File: src/core/ster_pkg.sv
// shared constants and types for the serial transfer error reporter
package ster_pkg;
  // register byte offsets
  localparam logic [7:0] OFS_CTRL   = 8'h00;
  localparam logic [7:0] OFS_ASSIGN = 8'h04;
  localparam logic [7:0] OFS_STATUS = 8'h08;
  localparam logic [7:0] OFS_MASK   = 8'h0c;
  localparam logic [7:0] OFS_CODE   = 8'h10;
  // status and mask bit positions
  localparam int ST_FRAME   = 0;
  localparam int ST_VALUE   = 1;
  localparam int ST_NAK_RX  = 2;
  localparam int ST_NAK_TX  = 3;
  localparam int ST_BAUD    = 4;
  localparam int ST_ASSIGN  = 5;
  localparam int ST_NOTRDY  = 6;
  localparam int ST_INCOMPL = 7;
  localparam int ST_W       = 8;
  // ctrl and assign field positions
  localparam int CT_BAUD_A  = 0;
  localparam int CT_BAUD_B  = 4;
  localparam int CT_ACT_A   = 8;
  localparam int CT_ACT_B   = 9;
  localparam int CT_W       = 10;
  localparam int AS_IFACE   = 8;
  // code register field positions
  localparam int CD_CLASS   = 12;
  localparam int CD_LETTER  = 16;
  localparam int CD_DSR     = 24;
  // characters, 7-bit ascii
  localparam logic [6:0] CH_SOH   = 7'h01;
  localparam logic [6:0] CH_ETB   = 7'h17;
  localparam logic [6:0] CH_SP    = 7'h20;
  localparam logic [6:0] CH_E     = 7'h45;
  localparam logic [6:0] CH_R     = 7'h52;
  localparam logic [6:0] CH_COLON = 7'h3a;
  localparam logic [6:0] CH_ZERO  = 7'h30;
  localparam logic [6:0] CH_NINE  = 7'h39;
  localparam logic [6:0] LT_BASE  = 7'h40;
  localparam logic [6:0] LT_H     = 7'h48;
  localparam logic [6:0] LT_K     = 7'h4b;
  localparam logic [6:0] LT_M     = 7'h4d;
  localparam logic [6:0] LT_N     = 7'h4e;
  localparam logic [2:0] HDR_LAST = 3'h6;
  localparam logic [1:0] DIG_LAST = 2'h2;
  localparam logic [11:0] NUM_FAULTY = 12'h003;
  localparam logic [2:0] NAK_LIMIT = 3'h3;
  // operating modes held per interface
  typedef enum logic [1:0] {
    MD_NONE   = 2'h0,
    MD_TAPE   = 2'h1,
    MD_FLOPPY = 2'h2,
    MD_EXT    = 2'h3
  } ster_mode_e;
  // error number classes
  typedef enum logic [1:0] {
    CL_NONE = 2'h0,
    CL_IO   = 2'h1,
    CL_RW   = 2'h2,
    CL_DISK = 2'h3
  } ster_class_e;
  typedef enum logic [4:0] {
    PS_IDLE = 5'b00001,
    PS_HDR  = 5'b00010,
    PS_DIG  = 5'b00100,
    PS_ETB  = 5'b01000,
    PS_BCC  = 5'b10000
  } ster_pstate_e;
endpackage : ster_pkg

File: src/core/ster_frm_if.sv
// character stream into the reply frame parser and its verdict
`timescale 1ns/10ps
interface ster_frm_if;
  logic        rx_valid;
  logic [7:0]  rx_char;
  logic        done;
  logic        ok;
  logic [11:0] num;
  modport parser (input rx_valid, rx_char, output done, ok, num);
  modport user   (output rx_valid, rx_char, input done, ok, num);
endinterface : ster_frm_if

File: src/core/ster_frame_parser.sv
// parser for the floppy unit error reply frame
`timescale 1ns/10ps
module ster_frame_parser (
  input  wire logic   pclk,
  input  wire logic   presetn,
  ster_frm_if.parser  frm
);
  import ster_pkg::*;

  ster_pstate_e st_q;
  logic [2:0]   idx_q;
  logic [6:0]   bcc_q;
  logic [6:0]   ch;
  logic         par_bad;
  logic         hdr_hit;
  logic         is_digit;

  function automatic logic [6:0] hdr_char(input logic [2:0] i);
    case (i)
      3'h0:    hdr_char = CH_E;
      3'h1:    hdr_char = CH_R;
      3'h2:    hdr_char = CH_R;
      3'h3:    hdr_char = CH_COLON;
      default: hdr_char = CH_SP;
    endcase
  endfunction : hdr_char

  assign ch       = frm.rx_char[6:0];
  assign par_bad  = ^frm.rx_char;
  assign hdr_hit  = (ch == hdr_char(idx_q));
  assign is_digit = (ch >= CH_ZERO) && (ch <= CH_NINE);

  // a bad character inside the frame closes it as a faulty transfer
  always_ff @(posedge pclk or negedge presetn) begin
    if (!presetn) begin
      st_q     <= PS_IDLE;
      idx_q    <= 3'h0;
      bcc_q    <= 7'h00;
      frm.done <= 1'b0;
      frm.ok   <= 1'b0;
      frm.num  <= 12'h000;
    end else begin
      frm.done <= 1'b0;
      if (frm.rx_valid) begin
        case (st_q)
          PS_IDLE: begin
            if (ch == CH_SOH && !par_bad) begin
              st_q  <= PS_HDR;
              idx_q <= 3'h0;
              bcc_q <= 7'h00;
            end
          end
          PS_HDR: begin
            if (par_bad) begin
              frm.done <= 1'b1;
              frm.ok   <= 1'b0;
              st_q     <= PS_IDLE;
            end else if (!hdr_hit) begin
              // not an error reply: drop quietly
              st_q <= PS_IDLE;
            end else begin
              bcc_q <= bcc_q ^ ch;
              idx_q <= (idx_q == HDR_LAST) ? 3'h0 : idx_q + 3'h1;
              if (idx_q == HDR_LAST) begin
                st_q <= PS_DIG;
              end
            end
          end
          PS_DIG: begin
            if (par_bad || !is_digit) begin
              frm.done <= 1'b1;
              frm.ok   <= 1'b0;
              st_q     <= PS_IDLE;
            end else begin
              bcc_q   <= bcc_q ^ ch;
              frm.num <= {frm.num[7:0], ch[3:0]};
              idx_q   <= idx_q + 3'h1;
              if (idx_q[1:0] == DIG_LAST) begin
                st_q <= PS_ETB;
              end
            end
          end
          PS_ETB: begin
            if (par_bad || ch != CH_ETB) begin
              frm.done <= 1'b1;
              frm.ok   <= 1'b0;
              st_q     <= PS_IDLE;
            end else begin
              bcc_q <= bcc_q ^ ch;
              st_q  <= PS_BCC;
            end
          end
          PS_BCC: begin
            frm.done <= 1'b1;
            frm.ok   <= !par_bad && (ch == bcc_q);
            st_q     <= PS_IDLE;
          end
          default: st_q <= PS_IDLE;
        endcase
      end
    end
  end
endmodule : ster_frame_parser

File: src/core/ster_top.sv
// serial transfer error reporter: apb registers, error classing, frame decode
`timescale 1ns/10ps
module ster_top #(
  parameter int ADDR_W = 8
) (
  input  wire logic               pclk,
  input  wire logic               presetn,
  input  wire logic               psel,
  input  wire logic               penable,
  input  wire logic               pwrite,
  input  wire logic [ADDR_W-1:0]  paddr,
  input  wire logic [31:0]        pwdata,
  output logic [31:0]             prdata,
  output logic                    pready,
  output logic                    pslverr,
  input  wire logic               rx_valid,
  input  wire logic [7:0]         rx_char,
  input  wire logic               rx_frame_err,
  input  wire logic               rx_overrun,
  input  wire logic               rx_parity_err,
  input  wire logic               rx_buf_ovf,
  input  wire logic               rx_esc_bad,
  input  wire logic               rx_almost_full,
  input  wire logic               nak_rx,
  input  wire logic               nak_tx,
  input  wire logic               xfer_start,
  input  wire logic               xfer_end,
  input  wire logic               prog_loaded,
  input  wire logic               dsr_n,
  output logic                    xoff_req,
  output logic                    irq
);
  import ster_pkg::*;

  if (ADDR_W < 5) begin : g_addr_chk
    $error("ADDR_W too small for register map");
  end

  ster_frm_if frm ();

  logic [CT_W-1:0]  ctrl_q;
  ster_mode_e       mode_a_q;
  ster_mode_e       mode_b_q;
  logic [ST_W-1:0]  sts_q;
  logic [ST_W-1:0]  sts_set;
  logic [ST_W-1:0]  sts_clr;
  logic [ST_W-1:0]  mask_q;
  logic [11:0]      num_q;
  ster_class_e      class_q;
  logic [6:0]       letter_q;
  logic [2:0]       nak_rx_cnt_q;
  logic [2:0]       nak_tx_cnt_q;
  logic             dsr_m_q;
  logic             dsr_s2_q;
  logic             dsr_s3_q;
  logic             dsr_ok_q;
  logic             full_q;
  logic             wr_en;
  logic             rd_en;
  logic             hit;
  logic [7:0]       ofs;
  logic [31:0]      rd_d;
  logic             fixed_mode;
  logic             floppy_on;
  logic             tape_on;
  logic             assign_wr;
  logic             assign_bad;
  ster_mode_e       req_mode;
  ster_mode_e       tgt_mode;
  logic             val_evt;
  logic             m_evt;
  logic             n_evt;
  logic             baud_bad;

  ster_frame_parser u_parser (
    .pclk    (pclk),
    .presetn (presetn),
    .frm     (frm.parser)
  );

  assign frm.rx_valid = rx_valid && floppy_on;
  assign frm.rx_char  = rx_char;

  // apb: one wait state, data and answer come from flops
  assign ofs   = 8'(paddr);
  assign wr_en = psel && penable && pready && pwrite;
  assign rd_en = psel && penable && !pready && !pwrite;
  assign hit   = (ofs == OFS_CTRL) || (ofs == OFS_ASSIGN) || (ofs == OFS_STATUS)
              || (ofs == OFS_MASK) || (ofs == OFS_CODE);

  always_comb begin
    rd_d = 32'h0000_0000;
    case (ofs)
      OFS_CTRL:   rd_d[CT_W-1:0] = ctrl_q;
      OFS_ASSIGN: rd_d[3:0]      = {mode_b_q, mode_a_q};
      OFS_STATUS: rd_d[ST_W-1:0] = sts_q;
      OFS_MASK:   rd_d[ST_W-1:0] = mask_q;
      OFS_CODE: begin
        rd_d[11:0]                 = num_q;
        rd_d[CD_CLASS+1:CD_CLASS]  = class_q;
        rd_d[CD_LETTER+6:CD_LETTER] = letter_q;
        rd_d[CD_DSR]               = dsr_ok_q;
      end
      default:    rd_d = 32'h0000_0000;
    endcase
  end

  always_ff @(posedge pclk or negedge presetn) begin
    if (!presetn) begin
      pready  <= 1'b0;
      pslverr <= 1'b0;
      prdata  <= 32'h0000_0000;
    end else begin
      pready  <= psel && penable && !pready;
      pslverr <= psel && penable && !pready && !hit;
      if (rd_en) begin
        prdata <= rd_d;
      end
    end
  end

  always_ff @(posedge pclk or negedge presetn) begin
    if (!presetn) begin
      ctrl_q <= '0;
      mask_q <= '0;
    end else if (wr_en && ofs == OFS_CTRL) begin
      ctrl_q <= pwdata[CT_W-1:0];
    end else if (wr_en && ofs == OFS_MASK) begin
      mask_q <= pwdata[ST_W-1:0];
    end
  end

  // interface assignment: a held interface only takes its own mode or release
  assign assign_wr  = wr_en && ofs == OFS_ASSIGN;
  assign req_mode   = ster_mode_e'(pwdata[1:0]);
  assign tgt_mode   = pwdata[AS_IFACE] ? mode_b_q : mode_a_q;
  assign assign_bad = assign_wr && tgt_mode != MD_NONE && req_mode != MD_NONE
                   && req_mode != tgt_mode;

  always_ff @(posedge pclk or negedge presetn) begin
    if (!presetn) begin
      mode_a_q <= MD_NONE;
      mode_b_q <= MD_NONE;
    end else if (assign_wr && !assign_bad) begin
      if (pwdata[AS_IFACE]) begin
        mode_b_q <= req_mode;
      end else begin
        mode_a_q <= req_mode;
      end
    end
  end

  assign floppy_on  = mode_a_q == MD_FLOPPY || mode_b_q == MD_FLOPPY;
  assign tape_on    = mode_a_q == MD_TAPE || mode_b_q == MD_TAPE;
  assign fixed_mode = floppy_on || tape_on;

  // three-stage pin sync; level accepted once stages two and three agree
  always_ff @(posedge pclk or negedge presetn) begin
    if (!presetn) begin
      dsr_m_q  <= 1'b1;
      dsr_s2_q <= 1'b1;
      dsr_s3_q <= 1'b1;
      dsr_ok_q <= 1'b0;
    end else begin
      dsr_m_q  <= dsr_n;
      dsr_s2_q <= dsr_m_q;
      dsr_s3_q <= dsr_s2_q;
      if (dsr_s2_q == dsr_s3_q) begin
        dsr_ok_q <= !dsr_s3_q;
      end
    end
  end

  // nak counters restart with each transfer, saturate above the limit
  always_ff @(posedge pclk or negedge presetn) begin
    if (!presetn) begin
      nak_rx_cnt_q <= 3'h0;
      nak_tx_cnt_q <= 3'h0;
    end else if (xfer_start) begin
      nak_rx_cnt_q <= 3'h0;
      nak_tx_cnt_q <= 3'h0;
    end else begin
      if (nak_rx && nak_rx_cnt_q <= NAK_LIMIT) begin
        nak_rx_cnt_q <= nak_rx_cnt_q + 3'h1;
      end
      if (nak_tx && nak_tx_cnt_q <= NAK_LIMIT) begin
        nak_tx_cnt_q <= nak_tx_cnt_q + 3'h1;
      end
    end
  end

  assign m_evt    = !xfer_start && nak_rx && nak_rx_cnt_q == NAK_LIMIT;
  assign n_evt    = !xfer_start && nak_tx && nak_tx_cnt_q == NAK_LIMIT;
  assign val_evt  = rx_frame_err || rx_overrun || rx_parity_err;
  assign baud_bad = ctrl_q[CT_ACT_A] && ctrl_q[CT_ACT_B]
                 && ctrl_q[CT_BAUD_A+3:CT_BAUD_A] != ctrl_q[CT_BAUD_B+3:CT_BAUD_B];

  always_comb begin
    sts_set             = '0;
    sts_set[ST_FRAME]   = frm.done;
    sts_set[ST_VALUE]   = val_evt || rx_buf_ovf || (rx_esc_bad && tape_on);
    sts_set[ST_NAK_RX]  = m_evt;
    sts_set[ST_NAK_TX]  = n_evt;
    sts_set[ST_BAUD]    = baud_bad;
    sts_set[ST_ASSIGN]  = assign_bad;
    sts_set[ST_NOTRDY]  = !dsr_ok_q;
    sts_set[ST_INCOMPL] = xfer_end && !prog_loaded;
    sts_clr             = (wr_en && ofs == OFS_STATUS) ? pwdata[ST_W-1:0] : '0;
  end

  // set beats a same-cycle write-one clear
  always_ff @(posedge pclk or negedge presetn) begin
    if (!presetn) begin
      sts_q <= '0;
      irq   <= 1'b0;
    end else begin
      sts_q <= (sts_q & ~sts_clr) | sts_set;
      irq   <= |(sts_q & mask_q);
    end
  end

  // letter code: value combination first, then H, K, M, N
  always_ff @(posedge pclk or negedge presetn) begin
    if (!presetn) begin
      letter_q <= 7'h00;
    end else if (val_evt) begin
      letter_q <= LT_BASE | {4'h0, rx_parity_err, rx_overrun, rx_frame_err};
    end else if (rx_buf_ovf) begin
      letter_q <= LT_H;
    end else if (rx_esc_bad && tape_on) begin
      letter_q <= LT_K;
    end else if (m_evt) begin
      letter_q <= LT_M;
    end else if (n_evt) begin
      letter_q <= LT_N;
    end
  end

  // a failed check stands in as a faulty-transfer number
  always_ff @(posedge pclk or negedge presetn) begin
    if (!presetn) begin
      num_q   <= 12'h000;
      class_q <= CL_NONE;
    end else if (frm.done) begin
      num_q <= frm.ok ? frm.num : NUM_FAULTY;
      if (!frm.ok) begin
        class_q <= CL_IO;
      end else if (frm.num[11:4] == 8'h00 && frm.num[3:0] != 4'h0
                   && frm.num[3:0] <= 4'h7) begin
        class_q <= CL_IO;
      end else if (frm.num[11:4] == 8'h01 && frm.num[3:0] <= 4'h8) begin
        class_q <= CL_RW;
      end else if (frm.num[11:4] == 8'h10 && frm.num[3:0] <= 4'h9) begin
        class_q <= CL_DISK;
      end else begin
        class_q <= CL_NONE;
      end
    end
  end

  // DC3 request on the rising near-full edge, fixed modes only
  always_ff @(posedge pclk or negedge presetn) begin
    if (!presetn) begin
      full_q   <= 1'b0;
      xoff_req <= 1'b0;
    end else begin
      full_q   <= rx_almost_full;
      xoff_req <= rx_almost_full && !full_q && fixed_mode;
    end
  end
endmodule : ster_top

File: config.mk
export PLATFORM = sky130hd
export DESIGN_NAME = ster_top
export DESIGN_NICKNAME = d
export VERILOG_FILES = /design/src/core/ster_pkg.sv /design/src/core/ster_frm_if.sv /design/src/core/ster_frame_parser.sv /design/src/core/ster_top.sv
export SDC_FILE = /design/constraint.sdc
export NUM_CORES = 1
export LEC_CHECK = 0
export BUFFER_PORTS_ARGS = -buffer_cell sky130_fd_sc_hd__buf_2
export CORE_MARGIN = 8
export CORE_UTILIZATION = 45
export CTS_BUF_LIST = sky130_fd_sc_hd__clkbuf_16
export DETAILED_ROUTE_END_ITERATION = 12
export GPL_ROUTABILITY_DRIVEN = 0
export GPL_TIMING_DRIVEN = 1
export PLACE_DENSITY = 0.66
export SLEW_MARGIN = 20
export SYNTH_ARGS = -nofsm -noshare
export SYNTH_HDL_FRONTEND = slang
export SYNTH_HIERARCHICAL = 1
export SYNTH_SLANG_ARGS = --single-unit
File: constraint.sdc
create_clock -name pclk -period 4.9 [get_ports pclk]
set_input_delay 0.49 -clock pclk [delete_from_list [all_inputs] [get_ports pclk]]
set_output_delay 0.49 -clock pclk [all_outputs]
set_load 0.005 [all_outputs]
# After elaboration in Yosys (flattened, before gate mapping)
# Index checks and enable logic that the tools add are counted.
# word_totals
output_inout_bits	36
in_bits	66
word_cells	216
regBits	117
# classes
add_sub_neg	3
bitwise	8
n_reduce_logical	81
order_cmp	7
eq_ne	39
n_mux	52
# op_table
operator	count
$mux 7	11
$mux 5	7
$logic_and 1x1->1	34
$pmux 7 s4	1
$mux 3	9
$pmux 7 s3	1
$pmux 4 s5	1
$pmux 5 s4	1
$and 8x8->8	2
$eq 8x4->1 const B	2
$eq 8x5->1 const B	2
$logic_not 8->1	2
$pmux 4 s4	1
$eq 7x7->1	2
$logic_or 1x1->1	13
$eq 3x2->1 const B	4
$mux 12	1
$reduce_bool 4->1	3
$logic_not 1->1	11
$mux 2	5
$ne 2x1->1 const B	5
$add 3x1->3 const B	3
$pmux 3 s3	1
$eq 8x1->1 const B	1
other kinds (45)	67

# Logic depth before layout (Yosys ltp)
# depth
word_depth	10
mapped_depth	9

# By module
# The synthesis kept the hierarchy.
# by_module_without_submodules
mod	instances	area_each_um2	cells_per_inst
ster_top	1	4050.1	368
ster_frame_parser	1	1978.1	196

# Least setup slack after synthesis
# OpenSTA, ideal clock, no wires.
# synth_path
kind	register -> register
startpoint	register u_parser.idx_q[0]
endpoint	register u_parser.idx_q[0]
path_stages_with_launch	9
path_buffers	0
synth_period_minus_slack_ns	2.828
setup_time_ns	0.125
required_time_ns	4.775
arrival_ns	2.703
path_slack_ns	2.072
path_cell_list	dfrtp_1 -> inv_1 -> ha_1 -> or3_1 -> a211o_1 -> a2111oi_4 -> nand3_1 -> a311oi_2 -> mux2_2
# synth_between
elab_chain_cells	6
word_cells_on_any_way	16
# synth_lines
element	line_no	source
from (decl)	ster_frame_parser.sv:11	logic [2:0] idx_q;
from (signal assigned)	ster_frame_parser.sv:63	idx_q <= (idx_q == HDR_LAST) ? 3'h0 : idx_q + 3'h1;
from (signal assigned)	ster_frame_parser.sv:77	idx_q <= idx_q + 3'h1;
$eq 3x1->1 / $eq 3x2->1 (equally long branches)	ster_frame_parser.sv:19	case (i)
$reduce_or 2->1 (no source line)	-	
$pmux 7 s3	ster_frame_parser.sv:19	
$eq 7x7->1	ster_frame_parser.sv:30	assign hdr_hit = (ch == hdr_char(idx_q));
$ne 2x1->1 (no source line)	-	
$reduce_and 6->1 (no source line)	-	
# Parallel ways exist; a longest one is shown, timed or not. The select of a mux whose other input is x is not followed.
# A chain may end at the register's enable or synchronous reset.

# Worst setup path after layout
# layout_path
startpoint	register u_parser.idx_q[0]
endpoint	register u_parser.bcc_q[5]
# layout_between
elab_chain_cells	6
word_cells_on_any_way	9
# layout_lines
element	line_no	source
$eq 3x1->1 / $eq 3x2->1 (equally long branches)	ster_frame_parser.sv:19	
$reduce_or 2->1 (no source line)	-	
$pmux 7 s3 *	ster_frame_parser.sv:19	
$eq 7x7->1 *	ster_frame_parser.sv:30	
$ne 2x1->1 (no source line) *	-	
$reduce_and 7->1 (no source line) *	-	
to (signal assigned)	ster_frame_parser.sv:62	bcc_q <= bcc_q ^ ch;
to (signal assigned)	ster_frame_parser.sv:75	bcc_q <= bcc_q ^ ch;
to (signal assigned)	ster_frame_parser.sv:89	bcc_q <= bcc_q ^ ch;
to (decl)	ster_frame_parser.sv:12	logic [6:0] bcc_q;
# Mark *: on every way between the ends. The rest lies on a longest branch, timed or not.

==> reports/metrics.json <==
{
  "wirelength": {"value": 14600, "unit": "µm"},
  "io_buffer_count": {"value": 67},
  "ff_latch_area": {"value": 2830, "unit": "µm²"},
  "timing.final.crit_period": {"value": 3.12, "unit": "ns"},
  "htree_levels": {"value": 4},
  "place_hpwl": {"value": 10500, "unit": "µm"},
  "synth_top_flop_cell": {"value": "dfrtp_1"},
  "area_growth": {"value": 16.7, "unit": "%"},
  "cp_cell_sequence": {"value": "inv_1 -> ha_1 -> or3_1 -> a211o_1 -> a2111oi_4 -> a21oi_2 -> or3_1 -> o32ai_1"},
  "crit_path_frequent_cell": {"value": "or3_1"},
  "worstSetupEndpointType": {"value": "register"},
  "min_period_over_period": {"value": 0.637},
  "num-fill-cells": {"value": 1191},
  "pin_count": {"value": 102},
  "fin_worst_skew": {"value": 0.00704, "unit": "ns"},
  "finalSetupTns": {"value": 0, "unit": "ns"},
  "floorplan.die.height": {"value": 132, "unit": "µm"},
  "initial_utilization": {"value": 0.457},
  "cts-root-buf": {"value": "clkbuf_16"},
  "global_route.usage.total": {"value": 0.172},
  "yosys.area.top_type_share": {"value": 0.452},
  "leakagePower": {"value": 3.30, "unit": "nW"},
  "min_path_type": {"value": "input port to register"},
  "initial_antenna_violation_count": {"value": 0},
  "synth-async-reset-ratio": {"value": 1.00},
  "path_clk_slew": {"value": 0.05, "unit": "ns"},
  "worstMarginPinSlew": {"value": 1.10, "unit": "ns"},
  "ant_nets": {"value": 0},
  "drtPass1Iterations": {"value": 5},
  "clock_latency": {"value": 0.41, "unit": "ns"},
  "floorplan.die_area": {"value": 17400, "unit": "µm²"},
  "final_critical_path_setup_slack": {"value": 1.78, "unit": "ns"},
  "floorplan.rows": {"value": 42},
  "die-width": {"value": 132, "unit": "µm"},
  "drv.max_cap_violation_count": {"value": 0},
  "grt-ovfl-total": {"value": 0},
  "pwr_density_cell": {"value": 358, "unit": "nW/µm²"},
  "cp_max_stage_delay": {"value": 0.53, "unit": "ns"},
  "netlist_instances": {"value": 564},
  "worst-setup-path-type": {"value": "register to register"},
  "cts_setup_buffers": {"value": 0},
  "resize_count_post_cts": {"value": 0},
  "avgViaCountPerCell": {"value": 5.72},
  "critical-path-slowest-cell": {"value": "or3_1"},
  "route.detailed.wl_per_inst": {"value": 17.9, "unit": "µm"},
  "num_antenna_cells": {"value": 0},
  "clock_sink_count": {"value": 113},
  "synth_largest_area_cell": {"value": "dfrtp_1"},
  "cts_hold_buffers": {"value": 0},
  "placeableCoreArea": {"value": 13200, "unit": "µm²"},
  "crit_arrival": {"value": 3.42, "unit": "ns"},
  "max_slew_vio_count": {"value": 0},
  "synthDistinctLibCells": {"value": 75},
  "final_util": {"value": 0.533},
  "placement.setup.worst_slack": {"value": 1.55, "unit": "ns"},
  "max_clock_freq": {"value": 0.321, "unit": "GHz"},
  "yosys_warnings": {"value": 6},
  "pin_count_of_the_biggest_net_entering_global_routing": {"value": 72},
  "critical_path_peak_fanout": {"value": 8},
  "startpoint_type": {"value": "register"},
  "net_total_in_the_final_layout": {"value": 715},
  "synth.cell_area": {"value": 6030, "unit": "µm²"},
  "max_slew_headroom": {"value": 0.266},
  "vias": {"value": 4691},
  "number_of_enable_type_register_cells_in_the_synthesized_netlist": {"value": 0},
  "first_global_vias": {"value": 4817},
  "detail_route.iter0.violations": {"value": 315},
  "ys_ff_latch": {"value": 113},
  "max-clock-path-buffers": {"value": 2},
  "synth.top_cells.by_area": {"value": "dfrtp_1 (45%), mux2_2 (6.5%), ha_1 (3.7%)"},
  "drc": {"value": 0},
  "combined_area_of_the_multi_input_logic_cells": {"value": 2860, "unit": "µm²"},
  "synth_seq_area_share": {"value": 0.470},
  "postSynthAreaPerCell": {"value": 10.7, "unit": "µm²"},
  "run_status": {"value": "finished, final reports clean"},
  "first_pass_grt_wire_length": {"value": 24300, "unit": "µm"},
  "clock_tree_from_tritoncts": {"value": "yes"},
  "critPathBufInv": {"value": 1},
  "rsz_0062_raised_after_global_routing": {"value": "no"},
  "worstPathRequired": {"value": 5.20, "unit": "ns"},
  "clock_buffer_count_from_cts": {"value": 17},
  "power.ir.vdd_worst": {"value": 0.269, "unit": "mV"},
  "critical-path-top-delay-family": {"value": "compound AO/OA/AOI/OAI gates"},
  "layout-drive-gt1-share": {"value": 0.253},
  "most_instantiated_library_cell_after_synthesis": {"value": "dfrtp_1"},
  "final-hold-violation-count": {"value": 0},
  "post_synth_most_frequent_cells": {"value": "dfrtp_1 (109), inv_1 (44), mux2_2 (35)"},
  "report.final.setup_viol": {"value": 0}
}
flip-flops by register name, indices dropped and copies added (netlist names), 2 cells and up:
register and cells:
num_q 12, prdata 20, mask_q 8, letter_q 5, nak_tx_cnt_q 3, u_parser/bcc_q 7
u_parser/idx_q 3, ctrl_q 10, mode_b_q 2, mode_a_q 2, u_parser/st_q 5, sts_q 8
nak_rx_cnt_q 3, class_q 2, u_parser/frm.num 12
per-layer routing:
metal | up-vias | GRT usage | share of wire
met5 | - | 0 | 0
met4 | 0 | 0.0479 | 0.012
met3 | 17 | 0.0545 | 0.064
met2 | 172 | 0.279 | 0.48
met1 | 2317 | 0.217 | 0.44
li1 | 2185 | - | -
final cells by class:
cell class | instances | share of cell area
multi-input cells | 384 | 0.406
flip-flops and latches | 113 | 0.403
clock buffers | 17 | 0.0605
repair buffers | 70 | 0.0512
well taps | 176 | 0.0313
clock inverters | 15 | 0.0247
inverters | 45 | 0.0240
final timing paths:
check,start,to,slack (ns),cells past startpoint
worst max-delay path,u_parser/idx_q[0],u_parser/bcc_q[5],1.78,8
max in group asynchronous,presetn,prdata[12],3.56,2
worst max register to register,u_parser/idx_q[0],u_parser/bcc_q[5],1.78,8
min in group asynchronous,presetn,nak_tx_cnt_q[2],0.21,1
worst min-delay path,dsr_n,dsr_m_q,0.18,1
worst min register to register,dsr_m_q,dsr_s2_q,0.35,0
per-stage QoR:
step | power (W) | instances | instance area (µm²) | hold slack (ns)
CTS | 0.00254 | 819 | 7030 | 0.168
detailed placement | 0.00128 | 787 | 6430 | 0.348
finish | 0.00252 | 820 | 7040 | 0.181
floorplan | 0.00119 | 575 | 6070 | 0.194
global placement | 0.00126 | 787 | 6430 | 0.345
global route | 0.00263 | 820 | 7040 | 0.157
cells in the final DEF (no fill, tap or decap), drive strengths merged, types with 4 or more instances in the layout:
master	count
bufinv	4
mux2	45
a31oi	4
clkinv	9
a22oi	13
nor2b	5
o41ai	5
nand3	25
o21a	5
o2bb2ai	4
conb	12
xnor2	8
buf	70
ha	18
a2111oi	4
nor3	8
nor4	11
inv	45
o21ai	28
dfstp	4
dfrtp	109
nand2	32
nor2	24
mux2i	12
clkbuf	17
nand4	11
o31ai	10
nand2b	5
a22o	16
a21o	4
a21oi	13
and2	4
or3	6
cell families after synthesis:
kind of cell    synth area share
simple gates               0.134
compound gates             0.169
flops                      0.470
buf+inv                   0.0633
mux                        0.110
fa+ha+maj                 0.0374
xor+xnor                  0.0160
other cells             0.000622
power breakdown:
| part | switching, W | total (W) | internal, W | leakage (nW) |
|---|---|---|---|---|
| sequential | 0.0000339 | 0.00101 | 0.000981 | 1.50 |
| clock | 0.000415 | 0.00125 | 0.000835 | 0.294 |
| combinational | 0.000154 | 0.000251 | 0.0000970 | 1.51 |
| total | 0.000603 | 0.00252 | 0.00191 | 3.30 |
No activity file was read; power rests on OpenSTA's default activity.
